## config.mk

```make
export PLATFORM = sky130hd
export DESIGN_NAME = tomd_top
export DESIGN_NICKNAME = d
export VERILOG_FILES = /design/src/tomd_pkg.sv /design/src/tomd_if.sv /design/src/tomd_classify.sv /design/src/tomd_top.sv
export SDC_FILE = /design/constraint.sdc
export NUM_CORES = 1
export LEC_CHECK = 0
export ABC_AREA = 0
export BUFFER_PORTS_ARGS = -buffer_cell sky130_fd_sc_hd__buf_2
export CELL_PAD_IN_SITES_DETAIL_PLACEMENT = 0
export CELL_PAD_IN_SITES_GLOBAL_PLACEMENT = 1
export CORE_UTILIZATION = 36
export DETAILED_ROUTE_END_ITERATION = 16
export PLACE_DENSITY = 0.89
export SETUP_SLACK_MARGIN = 0.05
export SLEW_MARGIN = 20
export SYNTH_ARGS = -nofsm -noshare
export SYNTH_HDL_FRONTEND = slang
export SYNTH_HIERARCHICAL = 1
export SYNTH_SLANG_ARGS = --single-unit
```

## constraint.sdc

```tcl
create_clock -name clock -period 0.8 [get_ports clock]
set_input_delay 0.12 -clock clock [delete_from_list [all_inputs] [get_ports clock]]
set_output_delay 0.12 -clock clock [all_outputs]
set_load 0.02 [all_outputs]
```

## src/tomd_pkg.sv

```systemverilog
`default_nettype none

package tomd_pkg;

  // opcode-match value width: queue class is carried apart from the value, value is 12 bits
  localparam int OPC_W = 12;

  // queue class codes carried by tracker entries
  typedef enum logic [1:0] {
    TOMD_Q_CORE  = 2'b00,
    TOMD_Q_PROBE = 2'b01,
    TOMD_Q_RMT   = 2'b10,
    TOMD_Q_WB    = 2'b11
  } tomd_queue_t;

  // core-request queue class values
  localparam logic [11:0] OPC_WRITEBACK_MODIFIED_KEEP_EXCLUSIVE = 12'h245;
  localparam logic [11:0] OPC_CLEAN_WRITEBACK_DROP              = 12'h246;
  localparam logic [11:0] OPC_CLEAN_WRITEBACK_KEEP              = 12'h247;
  localparam logic [11:0] OPC_INVALIDATE_FOR_OWNERSHIP          = 12'h248;
  localparam logic [11:0] OPC_PREFETCH_OWNERSHIP_READ           = 12'h258;
  localparam logic [11:0] OPC_PREFETCH_CODE_READ                = 12'h259;
  localparam logic [11:0] OPC_PREFETCH_DATA_READ                = 12'h25A;
  localparam logic [11:0] OPC_LOGICAL_INTERRUPT                 = 12'h279;
  localparam logic [11:0] OPC_PHYSICAL_INTERRUPT                = 12'h27A;
  localparam logic [11:0] OPC_INTERRUPT_PRIORITY_UPDATE         = 12'h27B;
  localparam logic [11:0] OPC_SPLIT_LOCK_START                  = 12'h27E;
  localparam logic [11:0] OPC_LOCK_START                        = 12'h27F;
  // probe queue values
  localparam logic [11:0] OPC_SNAPSHOT_SNOOP                    = 12'h180;
  localparam logic [11:0] OPC_CODE_SNOOP                        = 12'h181;
  localparam logic [11:0] OPC_DATA_SNOOP                        = 12'h182;
  localparam logic [11:0] OPC_MIGRATORY_DATA_SNOOP              = 12'h183;
  localparam logic [11:0] OPC_INVALIDATE_OWN_SNOOP              = 12'h184;
  localparam logic [11:0] OPC_INVALIDATE_SNOOP                  = 12'h185;
  // remote request queue values
  localparam logic [11:0] OPC_SNAPSHOT_READ                     = 12'h080;
  localparam logic [11:0] OPC_CODE_READ                         = 12'h081;
  localparam logic [11:0] OPC_DATA_READ                         = 12'h082;
  localparam logic [11:0] OPC_MIGRATORY_DATA_READ               = 12'h083;
  localparam logic [11:0] OPC_READ_INVALIDATE_OWN               = 12'h084;
  localparam logic [11:0] OPC_READ_INV_X_TO_I                   = 12'h085;
  localparam logic [11:0] OPC_READ_PUSH_HINT                    = 12'h086;
  localparam logic [11:0] OPC_READ_INV_I_TO_E                   = 12'h087;
  localparam logic [11:0] OPC_READ_INVALIDATE                   = 12'h08C;
  // writeback queue values
  localparam logic [11:0] OPC_WRITEBACK_MODIFIED_INVALIDATE     = 12'h000;
  localparam logic [11:0] OPC_WRITEBACK_MODIFIED_SHARED         = 12'h001;
  localparam logic [11:0] OPC_WRITEBACK_MODIFIED_EXCLUSIVE      = 12'h002;
  localparam logic [11:0] OPC_NONSNOOP_WRITE                    = 12'h003;
  localparam logic [11:0] OPC_PARTIAL_WRITEBACK_INVALIDATE      = 12'h004;

  // decoded opcode meaning
  typedef enum logic [5:0] {
    TOMD_K_NONE     = 6'h00,
    TOMD_K_WB_M_E   = 6'h01,
    TOMD_K_CWB_DROP = 6'h02,
    TOMD_K_CWB_KEEP = 6'h03,
    TOMD_K_INV_OWN  = 6'h04,
    TOMD_K_PF_OWN   = 6'h05,
    TOMD_K_PF_CODE  = 6'h06,
    TOMD_K_PF_DATA  = 6'h07,
    TOMD_K_INT_LOG  = 6'h08,
    TOMD_K_INT_PHY  = 6'h09,
    TOMD_K_INT_PRI  = 6'h0A,
    TOMD_K_SPLITLK  = 6'h0B,
    TOMD_K_LOCK     = 6'h0C,
    TOMD_K_SNP_SNAP = 6'h0D,
    TOMD_K_SNP_CODE = 6'h0E,
    TOMD_K_SNP_DATA = 6'h0F,
    TOMD_K_SNP_MIG  = 6'h10,
    TOMD_K_SNP_IOWN = 6'h11,
    TOMD_K_SNP_INV  = 6'h12,
    TOMD_K_RD_SNAP  = 6'h13,
    TOMD_K_RD_CODE  = 6'h14,
    TOMD_K_RD_DATA  = 6'h15,
    TOMD_K_RD_MIG   = 6'h16,
    TOMD_K_RD_IOWN  = 6'h17,
    TOMD_K_RD_XTOI  = 6'h18,
    TOMD_K_RD_PUSH  = 6'h19,
    TOMD_K_RD_ITOE  = 6'h1A,
    TOMD_K_RD_INV   = 6'h1B,
    TOMD_K_WB_M_I   = 6'h1C,
    TOMD_K_WB_M_S   = 6'h1D,
    TOMD_K_WB_M_EQ  = 6'h1E,
    TOMD_K_NS_WR    = 6'h1F,
    TOMD_K_PWB_M_I  = 6'h20
  } tomd_kind_t;

  // coherence outcome hints
  typedef enum logic [2:0] {
    TOMD_ST_NONE      = 3'b000,
    TOMD_ST_INVALID   = 3'b001,
    TOMD_ST_SHARED    = 3'b010,
    TOMD_ST_EXCLUSIVE = 3'b011,
    TOMD_ST_MODIFIED  = 3'b100,
    TOMD_ST_UNCHANGED = 3'b101
  } tomd_state_t;

  // reset values
  localparam logic [11:0] FILTER_RST = 12'h000;

endpackage

`default_nettype wire

```

## src/tomd_if.sv

```systemverilog
`timescale 1ns/1ps
`default_nettype none

// pairs one opcode with its queue class and carries the classification back
interface tomd_class_if;
  tomd_pkg::tomd_queue_t queue;
  logic [11:0]           opcode;
  tomd_pkg::tomd_kind_t  kind;

  modport requester (output queue, output opcode, input kind);
  modport classifier (input queue, input opcode, output kind);
endinterface

`default_nettype wire

```

## src/tomd_classify.sv

```systemverilog
`timescale 1ns/1ps
`default_nettype none

// combinational opcode classifier; unlisted value for a class yields none
module tomd_classify (
  tomd_class_if.classifier cls
);

  // class and opcode must agree exactly
  always_comb begin
    cls.kind = tomd_pkg::TOMD_K_NONE;
    unique case (cls.queue)
      tomd_pkg::TOMD_Q_CORE: begin
        unique case (cls.opcode)
          tomd_pkg::OPC_WRITEBACK_MODIFIED_KEEP_EXCLUSIVE: cls.kind = tomd_pkg::TOMD_K_WB_M_E;
          tomd_pkg::OPC_CLEAN_WRITEBACK_DROP:              cls.kind = tomd_pkg::TOMD_K_CWB_DROP;
          tomd_pkg::OPC_CLEAN_WRITEBACK_KEEP:              cls.kind = tomd_pkg::TOMD_K_CWB_KEEP;
          tomd_pkg::OPC_INVALIDATE_FOR_OWNERSHIP:          cls.kind = tomd_pkg::TOMD_K_INV_OWN;
          tomd_pkg::OPC_PREFETCH_OWNERSHIP_READ:           cls.kind = tomd_pkg::TOMD_K_PF_OWN;
          tomd_pkg::OPC_PREFETCH_CODE_READ:                cls.kind = tomd_pkg::TOMD_K_PF_CODE;
          tomd_pkg::OPC_PREFETCH_DATA_READ:                cls.kind = tomd_pkg::TOMD_K_PF_DATA;
          tomd_pkg::OPC_LOGICAL_INTERRUPT:                 cls.kind = tomd_pkg::TOMD_K_INT_LOG;
          tomd_pkg::OPC_PHYSICAL_INTERRUPT:                cls.kind = tomd_pkg::TOMD_K_INT_PHY;
          tomd_pkg::OPC_INTERRUPT_PRIORITY_UPDATE:         cls.kind = tomd_pkg::TOMD_K_INT_PRI;
          tomd_pkg::OPC_SPLIT_LOCK_START:                  cls.kind = tomd_pkg::TOMD_K_SPLITLK;
          tomd_pkg::OPC_LOCK_START:                        cls.kind = tomd_pkg::TOMD_K_LOCK;
          default:                                         cls.kind = tomd_pkg::TOMD_K_NONE;
        endcase
      end
      tomd_pkg::TOMD_Q_PROBE: begin
        unique case (cls.opcode)
          tomd_pkg::OPC_SNAPSHOT_SNOOP:       cls.kind = tomd_pkg::TOMD_K_SNP_SNAP;
          tomd_pkg::OPC_CODE_SNOOP:           cls.kind = tomd_pkg::TOMD_K_SNP_CODE;
          tomd_pkg::OPC_DATA_SNOOP:           cls.kind = tomd_pkg::TOMD_K_SNP_DATA;
          tomd_pkg::OPC_MIGRATORY_DATA_SNOOP: cls.kind = tomd_pkg::TOMD_K_SNP_MIG;
          tomd_pkg::OPC_INVALIDATE_OWN_SNOOP: cls.kind = tomd_pkg::TOMD_K_SNP_IOWN;
          tomd_pkg::OPC_INVALIDATE_SNOOP:     cls.kind = tomd_pkg::TOMD_K_SNP_INV;
          default:                            cls.kind = tomd_pkg::TOMD_K_NONE;
        endcase
      end
      tomd_pkg::TOMD_Q_RMT: begin
        unique case (cls.opcode)
          tomd_pkg::OPC_SNAPSHOT_READ:       cls.kind = tomd_pkg::TOMD_K_RD_SNAP;
          tomd_pkg::OPC_CODE_READ:           cls.kind = tomd_pkg::TOMD_K_RD_CODE;
          tomd_pkg::OPC_DATA_READ:           cls.kind = tomd_pkg::TOMD_K_RD_DATA;
          tomd_pkg::OPC_MIGRATORY_DATA_READ: cls.kind = tomd_pkg::TOMD_K_RD_MIG;
          tomd_pkg::OPC_READ_INVALIDATE_OWN: cls.kind = tomd_pkg::TOMD_K_RD_IOWN;
          tomd_pkg::OPC_READ_INV_X_TO_I:     cls.kind = tomd_pkg::TOMD_K_RD_XTOI;
          tomd_pkg::OPC_READ_PUSH_HINT:      cls.kind = tomd_pkg::TOMD_K_RD_PUSH;
          tomd_pkg::OPC_READ_INV_I_TO_E:     cls.kind = tomd_pkg::TOMD_K_RD_ITOE;
          tomd_pkg::OPC_READ_INVALIDATE:     cls.kind = tomd_pkg::TOMD_K_RD_INV;
          default:                           cls.kind = tomd_pkg::TOMD_K_NONE;
        endcase
      end
      tomd_pkg::TOMD_Q_WB: begin
        unique case (cls.opcode)
          tomd_pkg::OPC_WRITEBACK_MODIFIED_INVALIDATE: cls.kind = tomd_pkg::TOMD_K_WB_M_I;
          tomd_pkg::OPC_WRITEBACK_MODIFIED_SHARED:     cls.kind = tomd_pkg::TOMD_K_WB_M_S;
          tomd_pkg::OPC_WRITEBACK_MODIFIED_EXCLUSIVE:  cls.kind = tomd_pkg::TOMD_K_WB_M_EQ;
          tomd_pkg::OPC_NONSNOOP_WRITE:                cls.kind = tomd_pkg::TOMD_K_NS_WR;
          tomd_pkg::OPC_PARTIAL_WRITEBACK_INVALIDATE:  cls.kind = tomd_pkg::TOMD_K_PWB_M_I;
          default:                                     cls.kind = tomd_pkg::TOMD_K_NONE;
        endcase
      end
    endcase
  end

endmodule // tomd_classify

`default_nettype wire

```

## src/tomd_top.sv

```systemverilog
`timescale 1ns/1ps
`default_nettype none

// Overview of operation
// - 0x245 core class: modified writeback, keep exclusive
// - 0x246: clean writeback, ownership dropped
// - 0x247: clean writeback, ownership may stay
// - 0x248: invalidate line for exclusive ownership
// - 0x258-0x25A: prefetches; miss starts ownership/code/data read
// - 0x279-0x27B: logical, physical interrupt, priority update
// - 0x27E split-lock start, 0x27F lock start
// - probe 0x180-0x185: six snoop kinds in order
// - data snoop exclusive only if all invalid
// - remote 0x080-0x087 read family, 0x080 snapshot
// - data read grants shared or exclusive
// - migratory read may forward modified, no writeback
// - read-invalidate-own: modified if forwarded, else exclusive
// - 0x08C read invalidate, exclusive from home
// - writeback 0x000 modified line, invalidate
// - writeback 0x001 modified line, leave shared
// - writeback 0x002 modified eviction, leave exclusive
// - writeback 0x003 non-snooping write, no state change
// - writeback 0x004 partial masked write, invalidate
// - two match fields, results ORed
module tomd_top (
  // clock and reset
  input  wire logic                  clock,
  input  wire logic                  resetn,
  // filter settings, held by software-side logic on this clock
  input  wire logic [11:0]           filter_opcode_match_field_a,
  input  wire logic [11:0]           filter_opcode_match_field_b,
  // tracker entry presented for matching
  input  wire logic                  entry_valid,
  input  wire tomd_pkg::tomd_queue_t entry_queue,
  input  wire logic [11:0]           entry_opcode,
  // coherence side information for the entry
  input  wire logic                  all_invalid_response,
  input  wire logic                  peer_holds_shared,
  input  wire logic                  peer_forwarded_modified,
  input  wire logic                  prefetch_hit,
  // results
  output var  logic                  match_any,
  output var  logic                  match_a,
  output var  logic                  match_b,
  output var  tomd_pkg::tomd_kind_t  entry_kind,
  output var  tomd_pkg::tomd_state_t granted_state,
  output var  logic                  replacement_update,
  output var  logic                  launch_ownership_read,
  output var  logic                  launch_code_read,
  output var  logic                  launch_data_read,
  output var  logic                  commit_before_data,
  output var  logic                  byte_mask_used
);

  // state of the block
  typedef struct packed {
    logic                  match_any;
    logic                  match_a;
    logic                  match_b;
    tomd_pkg::tomd_kind_t  kind;
    tomd_pkg::tomd_state_t state;
    logic                  repl;
    logic                  l_own;
    logic                  l_code;
    logic                  l_data;
    logic                  commit;
    logic                  mask;
  } tomd_st_t;

  tomd_st_t st_r;
  tomd_st_t st_nxt;

  tomd_class_if cls ();

  // exact match of a field against the entry's opcode, only when class and opcode decode to a kind
  function automatic logic field_hit(input logic [11:0] fld, input tomd_pkg::tomd_kind_t k,
                                     input logic [11:0] opc);
    field_hit = (k != tomd_pkg::TOMD_K_NONE) && (fld == opc);
  endfunction

  // classifier sees the entry directly
  assign cls.queue  = entry_queue;
  assign cls.opcode = entry_opcode;

  tomd_classify u_classify (
    .cls (cls)
  );

  // next-state: match and coherence meaning of the entry
  always_comb begin
    st_nxt        = '0;
    st_nxt.kind   = tomd_pkg::TOMD_K_NONE;
    st_nxt.state  = tomd_pkg::TOMD_ST_NONE;
    if (entry_valid) begin
      st_nxt.kind      = cls.kind;
      st_nxt.match_a   = field_hit(filter_opcode_match_field_a, cls.kind, entry_opcode);
      st_nxt.match_b   = field_hit(filter_opcode_match_field_b, cls.kind, entry_opcode);
      st_nxt.match_any = st_nxt.match_a | st_nxt.match_b;
      unique case (cls.kind)
        tomd_pkg::TOMD_K_WB_M_E:   st_nxt.state = tomd_pkg::TOMD_ST_EXCLUSIVE;
        tomd_pkg::TOMD_K_CWB_DROP: st_nxt.state = tomd_pkg::TOMD_ST_INVALID;
        tomd_pkg::TOMD_K_CWB_KEEP: st_nxt.state = tomd_pkg::TOMD_ST_EXCLUSIVE;
        tomd_pkg::TOMD_K_INV_OWN:  st_nxt.state = tomd_pkg::TOMD_ST_EXCLUSIVE;
        tomd_pkg::TOMD_K_PF_OWN: begin
          st_nxt.repl  = prefetch_hit;
          st_nxt.l_own = !prefetch_hit;
        end
        tomd_pkg::TOMD_K_PF_CODE: begin
          st_nxt.repl   = prefetch_hit;
          st_nxt.l_code = !prefetch_hit;
        end
        tomd_pkg::TOMD_K_PF_DATA: begin
          st_nxt.repl   = prefetch_hit;
          st_nxt.l_data = !prefetch_hit;
        end
        tomd_pkg::TOMD_K_SNP_DATA:
          st_nxt.state = all_invalid_response ? tomd_pkg::TOMD_ST_EXCLUSIVE
                                              : tomd_pkg::TOMD_ST_SHARED;
        tomd_pkg::TOMD_K_SNP_CODE: st_nxt.state = tomd_pkg::TOMD_ST_SHARED;
        tomd_pkg::TOMD_K_SNP_INV:  st_nxt.state = tomd_pkg::TOMD_ST_EXCLUSIVE;
        tomd_pkg::TOMD_K_RD_SNAP:  st_nxt.state = tomd_pkg::TOMD_ST_INVALID;
        tomd_pkg::TOMD_K_RD_CODE:  st_nxt.state = tomd_pkg::TOMD_ST_SHARED;
        tomd_pkg::TOMD_K_RD_DATA:
          st_nxt.state = peer_holds_shared ? tomd_pkg::TOMD_ST_SHARED
                                           : tomd_pkg::TOMD_ST_EXCLUSIVE;
        tomd_pkg::TOMD_K_RD_MIG:
          st_nxt.state = peer_forwarded_modified ? tomd_pkg::TOMD_ST_MODIFIED
                       : (peer_holds_shared ? tomd_pkg::TOMD_ST_SHARED : tomd_pkg::TOMD_ST_EXCLUSIVE);
        tomd_pkg::TOMD_K_RD_IOWN:
          st_nxt.state = peer_forwarded_modified ? tomd_pkg::TOMD_ST_MODIFIED
                                                 : tomd_pkg::TOMD_ST_EXCLUSIVE;
        tomd_pkg::TOMD_K_RD_INV: begin
          st_nxt.state  = tomd_pkg::TOMD_ST_EXCLUSIVE;
          st_nxt.commit = 1'b1;
        end
        tomd_pkg::TOMD_K_WB_M_I:  st_nxt.state = tomd_pkg::TOMD_ST_INVALID;
        tomd_pkg::TOMD_K_WB_M_S:  st_nxt.state = tomd_pkg::TOMD_ST_SHARED;
        tomd_pkg::TOMD_K_WB_M_EQ: st_nxt.state = tomd_pkg::TOMD_ST_EXCLUSIVE;
        tomd_pkg::TOMD_K_NS_WR:   st_nxt.state = tomd_pkg::TOMD_ST_UNCHANGED;
        tomd_pkg::TOMD_K_PWB_M_I: begin
          st_nxt.state = tomd_pkg::TOMD_ST_INVALID;
          st_nxt.mask  = 1'b1;
        end
        default: st_nxt.state = tomd_pkg::TOMD_ST_NONE;
      endcase
    end
  end

  // register the state
  always_ff @(posedge clock or negedge resetn) begin
    if (!resetn) begin
      st_r       <= '0;
    end else begin
      st_r <= st_nxt;
    end
  end

  // outputs straight from flops
  assign match_any             = st_r.match_any;
  assign match_a               = st_r.match_a;
  assign match_b               = st_r.match_b;
  assign entry_kind            = st_r.kind;
  assign granted_state         = st_r.state;
  assign replacement_update    = st_r.repl;
  assign launch_ownership_read = st_r.l_own;
  assign launch_code_read      = st_r.l_code;
  assign launch_data_read      = st_r.l_data;
  assign commit_before_data    = st_r.commit;
  assign byte_mask_used        = st_r.mask;

endmodule // tomd_top

`default_nettype wire

```

==> metrics.yaml <==
area_growth_syn_to_layout_pct: 76.5
ys_warn_count: 6
nNetsFinal: 367
cts_buffer_depth: 2
crit_type: "in2reg"
leakage_nw: 1.40
clk_pin_slew_ps: 60
antenna_found_initial: 0
vias: 1983
final_area_mm2: 0.00294
dr.pass1.iters: 4
path_max_fanout: 6
synthesis.nets: 239
async_flop_share_pct: 100
worst_setup_path_start_kind: "input port"
io_pins: 63
status: "finished, violations left"
diodes: 0
min_path_type: "in2reg"
drt-initial-drc-count: 77
synth_seq_cells: 18
yosysSeqAreaShare_pct: 27.0
yosysTopAreaCellShare_pct: 27.0
synth.area.top_cells: "dfrtp_1 27%, xor2_1 13%, buf_6 4.1%"
finalPower_mw: 2.36
synth.distinct_cells: 59
slew-limit-headroom_pct: 65.8
syn_area_per_cell_um2: 8.58
fin_crit_sh_pct: 284
whs_ps: 128
grt.total_usage_pct: 22.3
period_minus_slack_ps: 2270
die_x_um: 70.0
numCtsBuffers: 3
timing.final.hold_violations: 0
gp_congestion: 0.959
grt_pass1_vias: 1998
synthFlopType: "dfrtp_1"
synth_top_cell_by_area: "dfrtp_1"
overflow: 0
stdcell_count: 372
drive_gt1_share_pct: 55.6
drt_wl_total_mm: 5.71
fin_ws_ps: -1470
coreArea_mm2: 0.00441
initial_core_util_pct: 37.7
netSwitchingPower_uw: 674
synthCells: 194
final_common_cell: "buf_4"
root_buffer: "clkbuf_8"
rsz0062_at_grt: "true"
switching_share_pct: 28.5
pwr-share-clk_pct: 25.5
crit_required_ps: 940
die_area_mm2: 0.00490
port_buffers: 62
clock_sinks: 18
rows: 24
powerDensity_mw_per_mm2: 804
die_h_um: 70.0
synth_edf_count: 0
synth_area_mm2: 0.00167
fmax_mhz: 440
setup-tns-final_ps: -22260
wire_per_inst_um: 15.3
end_kind: "flop"
finalSetupViolCount: 36
p_seq_share_pct: 38.8
place_ws_ps: -1800
dp_hpwl_mm: 3.79
worst_pin_slew_ps: 513
arrival_ps: 2410
drc: 0
htreeDepth: 1
grt_max_degree: 19
maxCapViolCount: 0
violations: "setup timing"
internal_power_mw: 1.69
pwr-share-comb_pct: 35.7
finalMaxSlewViolations: 0
grt_pass1_wl_mm: 8.85
postLayoutCoreUtil_pct: 66.6
ant_nets: 0
viasPerCell: 5.33
cts_tree: "built"
peakVddDrop_mv: 0.566
mostFrequentLayoutCells: "56 x buf_4, 41 x buf_2, 30 x buf_6"
dpl_cell_area_mm2: 0.00238
placedCellCount: 350
-- sequential cells by signal, summed over array words and instances, names as in the netlist --
register and flops:
byte_mask_used 1, match_any 1, commit_before_data 1, replacement_update 1, launch_ownership_read 1, match_a 1, match_b 1, launch_data_read 1
entry_kind 6, launch_code_read 1, granted_state 3
-- area by class of cell --
| cell class | count | area [um2] |
|---|---|---|
| clock buffers | 3 | 41.3 |
| multi-input cells | 160 | 1300 |
| fillers | 320 | 1480 |
| inverters | 6 | 22.5 |
| repair buffers | 133 | 1060 |
| well taps | 52 | 65.1 |
| flip-flops and latches | 18 | 450 |
-- layer usage --
metal,vias to the layer above,track usage (%),share of wire [%]
met5,-,0,0
met4,0,9.33,2.3
met3,14,2.02,3.8
met2,61,41.5,55
met1,938,25.9,39
li1,970,-,-
-- final timing paths --
check                           startpoint                           end  slack (ps)  cells after the start
max in group asynchronous           resetn       entry_kind[1]$_DFF_PN0_         200                      2
min in group asynchronous           resetn    granted_state[1]$_DFF_PN0_         340                      2
setup / recovery           entry_opcode[5]    granted_state[0]$_DFF_PN0_       -1470                     10
hold / removal                prefetch_hit  replacement_update$_DFF_PN0_         130                      2
-- synth_stat cells (2+ instances only) --
library cell	n
nand2b_1	5
xor2_1	25
a21oi_1	12
nor3_1	7
nand3_1	7
nor2_1	11
inv_1	5
nand2_1	15
or4b_2	3
o211ai_1	2
nor4b_1	3
and3_1	2
clkbuf_1	3
nor4_1	7
and2_2	2
buf_6	6
or2_2	2
o21ai_0	6
a22oi_1	4
a211oi_1	2
a31oi_1	4
xnor2_1	2
and2_1	5
dfrtp_1	18
nand3b_1	2
-- power groups by stage --
stage	clock network [mW]	logic, mW	registers, mW
floorplan	0	0.314	0.939
global placement	0	0.660	0.932
detailed placement	0	0.673	0.933
CTS	0.599	0.733	0.918
global route	0.653	0.905	0.917
finish	0.603	0.842	0.918
-- timing repair --
item / 4_1_cts / 5_1_grt
hold buffers: 1 / 0
endpoints found under the hold margin: 18 / 0
endpoints found under the setup margin: 36 / 36
cloned: 1 / 1
setup buffers: 6 / 11
pin swaps: 10 / 16
gates resized for setup: 60 / 26
-- logic make-up (layout without fill, tap and decap cells) --
group           count (synthesis)  in the layout  share of synthesized area (%)
xor+xnor                       27             27                           14.2
mux                             1              1                          0.676
flops                          18             18                           27.0
buf+inv                        17            142                           6.84
compound gates                 46             47                           19.6
simple gates                   85             85                           31.6
-- critical path: stages --
cell	delay [ps]
buf_2	140
or4b_4	530
nor4b_1	320
o21bai_1	150
a22oi_2	260
buf_4	190
nor4_2	50
a311o_1	340
a41oi_2	230
a21boi_2	80
(Power assumes the default switching activity.)
